===== src/adc_host_pkg.sv =====
// package of constants for the converter bus host sequencer
package adc_host_pkg;
    // ==========================================
    // storage and sequence
    localparam int unsigned DATA_W = 8;
    localparam int unsigned BURST_LEN = 16;
    localparam logic [7:0] STORE_BASE = 8'h20;
    localparam logic [7:0] STORE_LAST = 8'h2F;
    localparam logic [7:0] PORT_ADDR = 8'hE0;
    localparam logic [15:0] RESTART_VECTOR = 16'h0038;
    localparam logic [7:0] RESTART_OPCODE = 8'hFF;
    localparam logic [15:0] DUMMY_ADDR = 16'hFFFF;
    // ==========================================
    // strobe timing (ns) and derived cycles at 25 MHz
    localparam int unsigned CLK_PERIOD_NS = 40;
    localparam int unsigned STROBE_NS = 200;
    localparam int unsigned STROBE_CYC = (STROBE_NS + CLK_PERIOD_NS - 1) / CLK_PERIOD_NS;
    localparam int unsigned WAIT_NS = 120000;
    localparam int unsigned WAIT_CYC = WAIT_NS / CLK_PERIOD_NS;
    // ==========================================
    // select source modes and sequence states
    localparam logic [1:0] MAP_MEMORY = 2'h0;
    localparam logic [1:0] MAP_IO_LOW = 2'h1;
    localparam logic [1:0] MAP_IO_HIGH = 2'h2;
    localparam logic [1:0] MAP_PORT_PIN = 2'h3;
    typedef enum logic [2:0] {
        ST_IDLE,
        ST_START,
        ST_WAIT,
        ST_ACK,
        ST_READ,
        ST_STORE,
        ST_DONE
    } seq_state_t;
endpackage


===== src/sample_fifo.sv =====
// small synchronous fifo for converted samples
`timescale 1ns/1ps
module sample_fifo #(
    parameter int unsigned WIDTH = 16,
    parameter int unsigned DEPTH = 16
) (
    // clock and reset
    input wire logic clk,
    input wire logic rst_b,
    // fill side
    input wire logic in_valid,
    output logic in_ready,
    input wire logic [WIDTH-1:0] in_data,
    // drain side
    output logic out_valid,
    input wire logic out_ready,
    output logic [WIDTH-1:0] out_data
);
    localparam int unsigned AW = $clog2(DEPTH);
    logic [WIDTH-1:0] mem [DEPTH];
    logic [AW-1:0] wr_ptr_r;
    logic [AW-1:0] rd_ptr_r;
    logic [AW:0] count_r;
    logic push;
    logic pop;
    assign in_ready = (count_r != (AW+1)'(DEPTH));
    assign out_valid = (count_r != '0);
    assign out_data = mem[rd_ptr_r];
    assign push = in_valid && in_ready;
    assign pop = out_valid && out_ready;
    always_ff @(posedge clk)
    begin
        if (push)
        begin
            mem[wr_ptr_r] <= in_data;
        end
    end
    always_ff @(posedge clk or negedge rst_b)
    begin
        if (!rst_b)
        begin
            wr_ptr_r <= '0;
            rd_ptr_r <= '0;
            count_r <= '0;
        end
        else
        begin
            if (push)
            begin
                wr_ptr_r <= (wr_ptr_r == AW'(DEPTH - 1)) ? '0 : wr_ptr_r + 1'b1;
            end
            if (pop)
            begin
                rd_ptr_r <= (rd_ptr_r == AW'(DEPTH - 1)) ? '0 : rd_ptr_r + 1'b1;
            end
            count_r <= count_r + (AW+1)'(push) - (AW+1)'(pop);
        end
    end
endmodule // sample_fifo


===== src/adc_bus_host_sequencer.sv =====
// host sequencer that drives the converter pins and collects a burst of samples
`timescale 1ns/1ps
// Overview of operation
// memory map: select from memory decode, memory read and write strobes used
// i/o map: i/o strobes, select decoded from low or high address byte
// select, read, write go straight to converter; write starts, read returns data
// up to eight i/o devices may use a low address bit as select; index 0 here gets port address E0E0, not bit 0
// converter is an 8-bit port at a chosen address; out starts, in reads
// on completion interrupt read port, store at pointer, bump pointer, restart
// collect 16 bytes at locations 20 to 2F hex, then stop and hand over
// port-pin variant: select comes from bit 0 of an output port
// port-pin variant: strobes come from dummy address accesses with select low
// interrupt acknowledge supplies restart instruction vectoring to 0038
// converter output is straight binary, coarse plus fine nibble
// select-qualified read clears the pending completion interrupt
// restart during conversion aborts it; old result kept, interrupt stays high
// never read the result between a start and its completion interrupt
module adc_bus_host_sequencer #(
    parameter int unsigned FIFO_DEPTH = 16,
    parameter int unsigned WAIT_LIMIT = adc_host_pkg::WAIT_CYC
) (
    // clock and reset
    input wire logic clk,
    input wire logic rst_b,
    // user side
    input wire logic go,
    input wire logic [1:0] map_mode,
    input wire logic [2:0] dev_index,
    output logic busy,
    output logic done,
    output logic timeout,
    // sample stream out
    output logic sample_valid,
    input wire logic sample_ready,
    output logic [7:0] sample_addr,
    output logic [7:0] sample_data,
    output logic [3:0] coarse_nibble_voltage,
    output logic [3:0] fine_nibble_voltage,
    // converter pins
    output logic cs_b,
    output logic rd_b,
    output logic wr_b,
    input wire logic intr_b,
    input wire logic [7:0] db_in,
    // system bus view
    output logic [15:0] addr,
    output logic memory_read_strobe,
    output logic memory_write_strobe,
    output logic io_read_strobe,
    output logic io_write_strobe,
    output logic port_pin0,
    output logic inta,
    output logic [7:0] ack_opcode,
    output logic [15:0] vector_addr
);
    // ==========================================
    // helper function
    function automatic logic [15:0] select_addr(input logic [1:0] mode, input logic [2:0] idx);
        logic [15:0] a;
        a = {adc_host_pkg::PORT_ADDR, adc_host_pkg::PORT_ADDR};
        if (mode == adc_host_pkg::MAP_IO_LOW && idx != 3'h0)
        begin
            a = {8'h00, ~(8'h01 << idx)};
        end
        return a;
    endfunction

    adc_host_pkg::seq_state_t state_r;
    adc_host_pkg::seq_state_t state_nxt;
    logic [3:0] strobe_cnt_r;
    logic [31:0] wait_cnt_r;
    logic [7:0] ptr_r;
    logic [4:0] count_r;
    logic [7:0] data_r;
    logic [1:0] mode_r;
    logic [2:0] idx_r;
    logic strobe_end;
    logic fifo_in_ready;
    logic fifo_out_valid;
    logic [15:0] fifo_out_data;
    logic push;
    logic [1:0] mode_now;
    logic [2:0] idx_now;
    assign strobe_end = (strobe_cnt_r == 4'(adc_host_pkg::STROBE_CYC - 1));
    assign push = (state_r == adc_host_pkg::ST_STORE) && fifo_in_ready;
    assign mode_now = (state_r == adc_host_pkg::ST_IDLE) ? map_mode : mode_r;
    assign idx_now = (state_r == adc_host_pkg::ST_IDLE) ? dev_index : idx_r;
    // ==========================================
    // sequence state
    always_comb
    begin
        state_nxt = state_r;
        case (state_r)
            adc_host_pkg::ST_IDLE:
                if (go)
                    state_nxt = adc_host_pkg::ST_START;
            adc_host_pkg::ST_START:
                if (strobe_end)
                    state_nxt = adc_host_pkg::ST_WAIT;
            adc_host_pkg::ST_WAIT:
                if (!intr_b)
                    state_nxt = adc_host_pkg::ST_ACK;
                else if (wait_cnt_r == WAIT_LIMIT - 1)
                    state_nxt = adc_host_pkg::ST_DONE;
            adc_host_pkg::ST_ACK:
                state_nxt = adc_host_pkg::ST_READ;
            adc_host_pkg::ST_READ:
                if (strobe_end)
                    state_nxt = adc_host_pkg::ST_STORE;
            adc_host_pkg::ST_STORE:
            begin
                if (fifo_in_ready)
                begin
                    if (count_r == 5'(adc_host_pkg::BURST_LEN - 1))
                    begin
                        state_nxt = adc_host_pkg::ST_DONE;
                    end
                    else
                    begin
                        state_nxt = adc_host_pkg::ST_START;
                    end
                end
            end
            adc_host_pkg::ST_DONE:
                state_nxt = adc_host_pkg::ST_IDLE;
            default:
                state_nxt = adc_host_pkg::ST_IDLE;
        endcase
    end

    always_ff @(posedge clk or negedge rst_b)
    begin
        if (!rst_b)
        begin
            state_r <= adc_host_pkg::ST_IDLE;
        end
        else
        begin
            state_r <= state_nxt;
        end
    end

    // ==========================================
    // counters and pointer
    always_ff @(posedge clk or negedge rst_b)
    begin
        if (!rst_b)
        begin
            strobe_cnt_r <= '0;
            wait_cnt_r <= '0;
            ptr_r <= adc_host_pkg::STORE_BASE;
            count_r <= '0;
            mode_r <= adc_host_pkg::MAP_MEMORY;
            idx_r <= '0;
        end
        else
        begin
            strobe_cnt_r <= (state_nxt != state_r) ? '0 : strobe_cnt_r + 4'h1;
            wait_cnt_r <= (state_r == adc_host_pkg::ST_WAIT) ? wait_cnt_r + 32'h1 : '0;
            if (state_r == adc_host_pkg::ST_IDLE && go)
            begin
                ptr_r <= adc_host_pkg::STORE_BASE;
                count_r <= '0;
                mode_r <= map_mode;
                idx_r <= dev_index;
            end
            else if (push)
            begin
                ptr_r <= ptr_r + 8'h01;
                count_r <= count_r + 5'h01;
            end
        end
    end

    // ==========================================
    // data capture at end of read strobe
    always_ff @(posedge clk or negedge rst_b)
    begin
        if (!rst_b)
        begin
            data_r <= '0;
        end
        else if (state_r == adc_host_pkg::ST_READ && strobe_end)
        begin
            data_r <= db_in;
        end
    end

    // ==========================================
    // converter and bus pins
    always_ff @(posedge clk or negedge rst_b)
    begin
        if (!rst_b)
        begin
            cs_b <= 1'b1;
            rd_b <= 1'b1;
            wr_b <= 1'b1;
            addr <= '0;
            memory_read_strobe <= 1'b0;
            memory_write_strobe <= 1'b0;
            io_read_strobe <= 1'b0;
            io_write_strobe <= 1'b0;
            port_pin0 <= 1'b1;
            inta <= 1'b0;
            ack_opcode <= '0;
            vector_addr <= '0;
        end
        else
        begin
            // select, read, write go straight to the converter pins
            cs_b <= !(state_nxt == adc_host_pkg::ST_START || state_nxt == adc_host_pkg::ST_READ);
            wr_b <= !(state_nxt == adc_host_pkg::ST_START);
            rd_b <= !(state_nxt == adc_host_pkg::ST_READ);
            addr <= (mode_now == adc_host_pkg::MAP_PORT_PIN) ? adc_host_pkg::DUMMY_ADDR
                    : select_addr(mode_now, idx_now);
            memory_write_strobe <= (mode_now == adc_host_pkg::MAP_MEMORY)
                    && state_nxt == adc_host_pkg::ST_START;
            memory_read_strobe <= (mode_now == adc_host_pkg::MAP_MEMORY)
                    && state_nxt == adc_host_pkg::ST_READ;
            io_write_strobe <= (mode_now != adc_host_pkg::MAP_MEMORY)
                    && state_nxt == adc_host_pkg::ST_START;
            io_read_strobe <= (mode_now != adc_host_pkg::MAP_MEMORY)
                    && state_nxt == adc_host_pkg::ST_READ;
            port_pin0 <= !((mode_now == adc_host_pkg::MAP_PORT_PIN)
                    && (state_nxt == adc_host_pkg::ST_START
                    || state_nxt == adc_host_pkg::ST_READ));
            inta <= (state_nxt == adc_host_pkg::ST_ACK);
            ack_opcode <= (state_nxt == adc_host_pkg::ST_ACK) ? adc_host_pkg::RESTART_OPCODE : '0;
            vector_addr <= (state_nxt == adc_host_pkg::ST_ACK) ? adc_host_pkg::RESTART_VECTOR : '0;
        end
    end

    // ==========================================
    // status
    always_ff @(posedge clk or negedge rst_b)
    begin
        if (!rst_b)
        begin
            busy <= 1'b0;
            done <= 1'b0;
            timeout <= 1'b0;
        end
        else
        begin
            busy <= (state_nxt != adc_host_pkg::ST_IDLE);
            done <= (state_nxt == adc_host_pkg::ST_DONE);
            if (state_r == adc_host_pkg::ST_IDLE && go)
            begin
                timeout <= 1'b0;
            end
            else if (state_r == adc_host_pkg::ST_WAIT && state_nxt == adc_host_pkg::ST_DONE)
            begin
                timeout <= 1'b1;
            end
        end
    end

    // ==========================================
    // sample buffer
    sample_fifo #(
        .WIDTH(16),
        .DEPTH(FIFO_DEPTH)
    ) u_fifo (
        .clk(clk),
        .rst_b(rst_b),
        .in_valid(state_r == adc_host_pkg::ST_STORE),
        .in_ready(fifo_in_ready),
        .in_data({ptr_r, data_r}),
        .out_valid(fifo_out_valid),
        .out_ready(sample_ready && !sample_valid),
        .out_data(fifo_out_data)
    );

    always_ff @(posedge clk or negedge rst_b)
    begin
        if (!rst_b)
        begin
            sample_valid <= 1'b0;
            sample_addr <= '0;
            sample_data <= '0;
            coarse_nibble_voltage <= '0;
            fine_nibble_voltage <= '0;
        end
        else if (sample_valid)
        begin
            sample_valid <= 1'b0;
        end
        else if (fifo_out_valid && sample_ready)
        begin
            sample_valid <= 1'b1;
            sample_addr <= fifo_out_data[15:8];
            sample_data <= fifo_out_data[7:0];
            coarse_nibble_voltage <= fifo_out_data[7:4];
            fine_nibble_voltage <= fifo_out_data[3:0];
        end
    end
endmodule // adc_bus_host_sequencer


===== config.mk =====
export PLATFORM = sky130hd
export DESIGN_NAME = adc_bus_host_sequencer
export DESIGN_NICKNAME = d
export VERILOG_FILES = /design/src/adc_host_pkg.sv /design/src/sample_fifo.sv /design/src/adc_bus_host_sequencer.sv
export SDC_FILE = /design/constraint.sdc
export NUM_CORES = 1
export LEC_CHECK = 0
export BUFFER_PORTS_ARGS = -buffer_cell sky130_fd_sc_hd__buf_2
export CAP_MARGIN = 40
export CORE_MARGIN = 3
export CORE_UTILIZATION = 29
export DETAILED_ROUTE_END_ITERATION = 6
export MAX_ROUTING_LAYER = met4
export PLACE_DENSITY = 0.54
export SETUP_SLACK_MARGIN = 0.15
export SYNTH_ARGS = -nofsm -noshare
export SYNTH_HDL_FRONTEND = slang
export SYNTH_SLANG_ARGS = --single-unit

===== constraint.sdc =====
create_clock -name clk -period 2.9 [get_ports clk]
set_input_delay 0.58 -clock clk [delete_from_list [all_inputs] [get_ports clk]]
set_output_delay 0.58 -clock clk [all_outputs]
set_load 0.05 [all_outputs]

Word-level counts from Yosys, hierarchy flattened
Memory sizes are Yosys's and may differ from the RTL's.
Index checks and enable logic that the tools add are counted.

storage, ports and cells
  register bits after elaboration = 145
  RAM bits = 256
  bits of input ports = 18
  output and inout port bits = 77
  memories kept = 1

operators by class
  add/subtract/negate cells = 8
  eq/ne operators = 18
  shifts and indexed selects = 1
  muxes and demuxes = 28
  bitwise logic cells = 2
  reductions and logical operators = 28

memories
  memory      words  width  rd ports  clocked after memory_dff  write ports  RTL line           RTL
  u_fifo.mem  16     16     1         0                         1            sample_fifo.sv:20  logic [WIDTH-1:0] mem [DEPTH];

operators by type and width
  kind                                                                number
  32-bit by 1-bit adder with 32-bit output (second input constant)    1
  32-bit by 12-bit == test with 1-bit output (second input constant)  1
  16-bit two-way mux                                                  2
  32-bit two-way mux                                                  1
  3-bit two-way mux                                                   8
  8-bit two-way mux                                                   3
  3-bit case mux with 6 select lines                                  1
  1-bit logical AND                                                   13
  4-bit by 1-bit adder with 4-bit output (second input constant)      3
  3-bit == test (second input constant)                               4
  4-bit two-way mux                                                   3
  5-bit two-way mux                                                   2
  3-bit by 2-bit == test with 1-bit output (second input constant)    3
  8-bit by 1-bit adder with 8-bit output (second input constant)      1
  4-bit == test (second input constant)                               2
  8-bit inverter                                                      1
  1-bit by 3-bit << shifter with 8-bit output (first input constant)  1
  3-bit by 1-bit == test with 1-bit output (second input constant)    2
  1-bit two-way mux                                                   6
  6-bit two-way mux                                                   1
  2-bit nonzero test                                                  3
  3-bit nonzero test                                                  2
  5-bit by 1-bit adder with 5-bit output                              1
  5-bit by 1-bit adder with 5-bit output (second input constant)      1
  other kinds (15)                                                    19

Logic depth before layout (Yosys ltp)
  depth after elaboration = 8
  mapped depth = 13
  mapped depth without buffers = 13

Hierarchy
From an unflattened synthesis, not the netlist that was laid out.

unflattened totals
  cell total of the unflattened synthesis = 1051
  area total of the unflattened synthesis = 15882.7 sq um

modules (own cells, without submodules)
  module                  instances  cells an instance  area an instance (sq um)  sequential area each (sq um)
  sample_fifo             1          554                10935.5                   8012.7
  adc_bus_host_sequencer  1          497                4947.2                    2608.8

Least setup slack after synthesis
No wires, ideal clock.

  path kind = reg-to-reg
  start = register u_fifo.count_r[3]
  end = register u_fifo.count_r[4]
  setup time = 0.123 ns
  data arrival time = 2.445 ns
  data required time = 2.777 ns
  setup slack = 0.332 ns
  cell stages (with the launch flop) = 14
  clock period less this slack = 2.568 ns
  cells stage by stage = dfrtp_1 -> inv_1 -> ha_1 -> or4b_1 -> nand3b_1 -> inv_1 -> ha_1 -> inv_1 -> ha_1 -> fa_1 -> a21oi_1 -> nor2_1 -> nor2_1 -> xnor2_1

on the way
  elaborated cells on any way between the ends = 6

RTL lines
  item                                         RTL line           RTL
  start: declaration                           sample_fifo.sv:23  logic [AW:0] count_r;
  start signal: assignment                     sample_fifo.sv:56  count_r <= count_r + (AW+1)'(push) - (AW+1)'(pop);
  5-bit nonzero test                           sample_fifo.sv:27  assign out_valid = (count_r != '0);
  1-bit logical AND                            sample_fifo.sv:30  assign pop = out_valid && out_ready;
  net u_fifo.pop                               sample_fifo.sv:25  logic pop;
  5-bit by 1-bit subtractor with 5-bit output  sample_fifo.sv:56

The timed path passes the listed nets, and every way through them passes these cells.
A chain may end at the register's enable or synchronous reset.

Worst setup path in the final report
Same ends and word-level chain as after synthesis.

==> flow_results.org <==
** Clock network
- Count of hold-fix buffers inserted at cts :: 0
- Clock tree from TritonCTS :: yes
- CTS clock-pin slew for the worst setup and hold paths :: 0.06 ns
- Clk root buf :: clkbuf_16
- Clk Latency, worst-skew pair :: 0.55 ns
- Maximum number of buffers from clock root to sink :: 3
- In this run, CTS created clock tree buffers numbering 40.
- Number of levels the H-tree was split into :: 2
- The tree built by TritonCTS fans out to 373 sinks.

** Synthesis
- Counting flops and latches in the post-synthesis netlist gives 373.
- Area fraction of the dominant cell type after synthesis :: 50.23%
- Number of standard cells after synthesis :: 944
- By area, the combinational part of the netlist is dominated by multiplexers.
- Dividing the synthesized area by the synthesized cell count gives 16.21 um^2.
- Adder-cell share of the synthesized area :: 1.521%
- The synthesized netlist devotes 2.526% of its cell area to compound gates.
- Counting flops with a built-in enable in the synthesized netlist gives 256.
- Leading post-synthesis cells by instance count :: edfxtp_1, dfrtp_1, mux4_2
- Of the post-synthesis cell area, the part taken by muxes is 12.43%.
- During synthesis, Yosys emitted a total of 0 warnings.
- After Yosys synthesis, XOR and XNOR cells account for 2.518% of the synthesized area.
- Of all flip-flops after synthesis, the portion carrying an async set or reset was 31.37%.
- Leading register cell type out of synthesis :: edfxtp_1
- Summing the areas of all and, or, nand and nor instances in the mapped netlist gives 7.979% of the synthesized area.
- Counting distinct cell types in the post-synthesis netlist gives 52.
- Cell types with the largest area share after synthesis :: edfxtp_1, dfrtp_1, mux4_2, mux2i_1, buf_4
- The synthesized design spends more area on one cell type than any other, namely edfxtp_1.
- Sequential fraction of the synthesis area :: 69.40%
- The most common cell in the synthesized netlist is edfxtp_1.
- The cell area that synthesis handed to floorplanning was 0.01530 mm^2.

** Floorplan
- CORE AREA :: 0.05172 mm^2
- I/O pin count :: 95
- The die covers 0.05557 mm^2.
- In this run the vertical extent of the chip is 235.7 um.
- Once the floorplan was initialized, standard cells occupied 29.59% of the core.
- Std cell rows :: 83
- Die outline width :: 235.7 um

** Final layout
- 0 antenna diodes ended up in the layout.
- Relative to the synthesized area, the layout overhead comes to 17.38%.
- Number of inserted filler cells in the final layout :: 4,956
- In the final design database the tool counted 1,089 nets.
- Storage cell area :: 0.01063 mm^2
- The multi-input combinational cells in the finished layout cover a total of 0.004227 mm^2.
- The post-route netlist has 26.48% of its cells at a drive strength greater than 1.

** Worst setup path
- Crit-path max FO :: 4
- Data on the critical path arrives at its endpoint at 3.07 ns.
- Among the stages of the critical path, the cell type that occurs most often is ha_4.
- The slowest stage of the critical path is the or4b_4 cell.
- Sort of element at the end of the critical path :: flip-flop
- The largest single stage delay on the critical path is 0.45 ns.
- The worst setup path is launched from a flip-flop.
- Cell chain of the critical path :: inv_2, ha_4, or4b_4, nand3b_1, inv_2, ha_4, inv_1, ha_4, fa_2, a21oi_2, nor2_1, nor2_1, xnor2_1
- Data required time at the worst endpoint :: 3.35 ns
- CP Class :: flip-flop to flip-flop

** Timing
- Max frequency :: 0.3822 GHz
- Post-Route Setup TNS :: 0 ns
- Measured against its own limit, the worst slew margin works out to 47.58%.
- Ratio of final minimum period to clock period :: 90.22%
- Setup violators final :: 0
- The tightest hold path in the finished design has a slack of 0.04874 ns.
- For the pin with the worst max-slew slack, the measured transition is 0.7863 ns.
- Clock skew on the completed layout was measured at 0.02484 ns.
- Setup repair after global routing left no endpoint under its margin.
- Number of hold-slack violations in the final timing report :: 0
- The max-slew violation count is 0.
- For the finished layout, the period the worst path requires is 2.616 ns.

** Global route
- The number of antenna violations at the first check in global routing came to 0.
- The first global-routing pass estimated 51,440 um of wire.
- Maximum number of pins on one net before global-route repair :: 98
- Vias in the first global route :: 8,431
- In the global route stage, overall resource usage came out at 12.33%.
- The total overflow left after global routing is 0.

** Placed design
- Final weighted congestion in routability-driven placement :: 0.7417
- The HPWL after detailed placement is 20,930 um.
- In this run the tool buffered the top-level ports with 81 buffer cells.

** Power
- Power density of the placed cells :: 939.7 mW/mm^2
- Cell leakage power :: 6.456 nW
- IR analysis of the VDD net gives a maximum drop of 0.5603 mV.

** Route
- Iteration-0 DRC Markers :: 602
- After detailed routing, the number of remaining DRC violations is 0.
- Number of detailed-route iterations in the first pass :: 5
- Dividing the detail-routed via count by the number of cells gives 4.677.
- Vias post-DR :: 8,251
- The final layout contains routed wiring with a total length of 33,440 um.
- Residual antenna-violating net count after detailed routing :: 0
- After detailed routing, the average wire length per cell comes to 18.96 um.

** Hold path
- Path category of the worst min-delay check :: input pin to async pin

** Status
- Outcome :: complete, no violations

** Run
- Total of max-cap violations :: 0
-- cell families after synthesis --
| kind of cell | count (synthesis) |
|---|---|
| compound gates | 56 |
| fa+ha+maj | 18 |
| simple gates | 236 |
| other cells | 1 |
| xor+xnor | 44 |
| mux | 109 |
| flops | 373 |
| buf+inv | 107 |
-- worst paths after layout --
check	start	slack, ns	end	cells past startpoint
worst max register to register	u_fifo.count_r[3]	0.28	u_fifo.count_r[4]	13
worst min-delay path	rst_b	0.05	sample_data[4]	2
min in group clk	map_mode[1]	0.25	mode_r[1]	3
max in group asynchronous	rst_b	2.30	addr[7]	2
worst max-delay path	u_fifo.count_r[3]	0.28	u_fifo.count_r[4]	13
worst min register to register	idx_r[0]	0.47	idx_r[0]	2
-- stage by stage --
stage               util (%)  setup slack (ns)  instance area, um^2  std cells  power [mW]
global route           34.74            0.1279                17960       1764       17.75
finish                 34.74            0.2836                17960       1764       16.88
detailed placement     32.15            0.1449                16620       1688       12.03
CTS                    34.61            0.1848                17900       1761       17.05
floorplan                  -            0.3319                15350        956       10.63
global placement       32.15            0.1904                16620       1688       12.00
-- flip-flops by register name, indices dropped and copies added, names as in the netlist, 5 cells and up --
name	cells
addr	10
count_r	5
data_r	8
ptr_r	8
sample_addr	8
sample_data	8
u_fifo.count_r	5
u_fifo.mem	256
wait_cnt_r	32
-- layout by cell type, fill, tap and decap left out, types with 8 or more instances in the layout --
| cell | count |
|---|---|
| edfxtp_1 | 256 |
| dfrtp_1 | 109 |
| buf_2 | 80 |
| mux4_2 | 64 |
| nand2_1 | 61 |
| buf_4 | 49 |
| nor2_1 | 46 |
| clkbuf_16 | 41 |
| mux2i_1 | 37 |
| xnor2_1 | 31 |
| inv_1 | 24 |
| nand3_1 | 21 |
| and2_1 | 20 |
| o221ai_1 | 16 |
| nor4_1 | 14 |
| o21ai_0 | 14 |
| ha_1 | 14 |
| xor2_1 | 13 |
| conb_1 | 13 |
| clkbuf_1 | 12 |
| nand4_1 | 11 |
| nor3_1 | 11 |
| and3_1 | 10 |
| a21oi_1 | 10 |
| or3_1 | 8 |
| mux2_2 | 8 |
-- critical path, delay by kind of cell (launching register included) --
kind	cells	cell delay, ns
compound gates	1	0.14
flops	1	0.40
simple gates	4	0.76
buf+inv	3	0.21
fa+ha+maj	4	0.91
xor+xnor	1	0.12
-- power breakdown --
| part | total [mW] | internal [mW] | switching [mW] |
|---|---|---|---|
| Combinational | 4.83 | 1.89 | 2.94 |
| Clock | 4.96 | 2.85 | 2.11 |
| Sequential | 7.09 | 6.38 | 0.708 |
| Total | 16.9 | 11.1 | 5.76 |
-- routing by layer --
layer | wire, um | track usage, % | vias to the layer above
met1 | 15600 | 16.90 | 4266
li1 | - | - | 3741
met2 | 15440 | 18.83 | 200
met5 | 0 | - | -
met3 | 1790 | 2.507 | 44
met4 | 612 | 3.190 | 0
-- final cells by class --
cell class                      count  share of cell area (%)
Clock buffer                       55                   6.115
Clock inverter                     18                  0.9542
Inverter                           27                  0.5641
Multi-Input combinational cell    476                   23.53
Sequential cell                   373                   59.16
Tap cell                          680                   4.736
Timing Repair Buffer              135                   4.945
-- repair_timing --
item	4_1_cts	5_1_grt
gates cloned	0	0
hold endpoints to repair	0	0
endpoints found under the setup margin	1	1
pin swaps	0	5
setup buffers	0	3
resized for setup	1	10
Power figures use the tool's default switching activity.
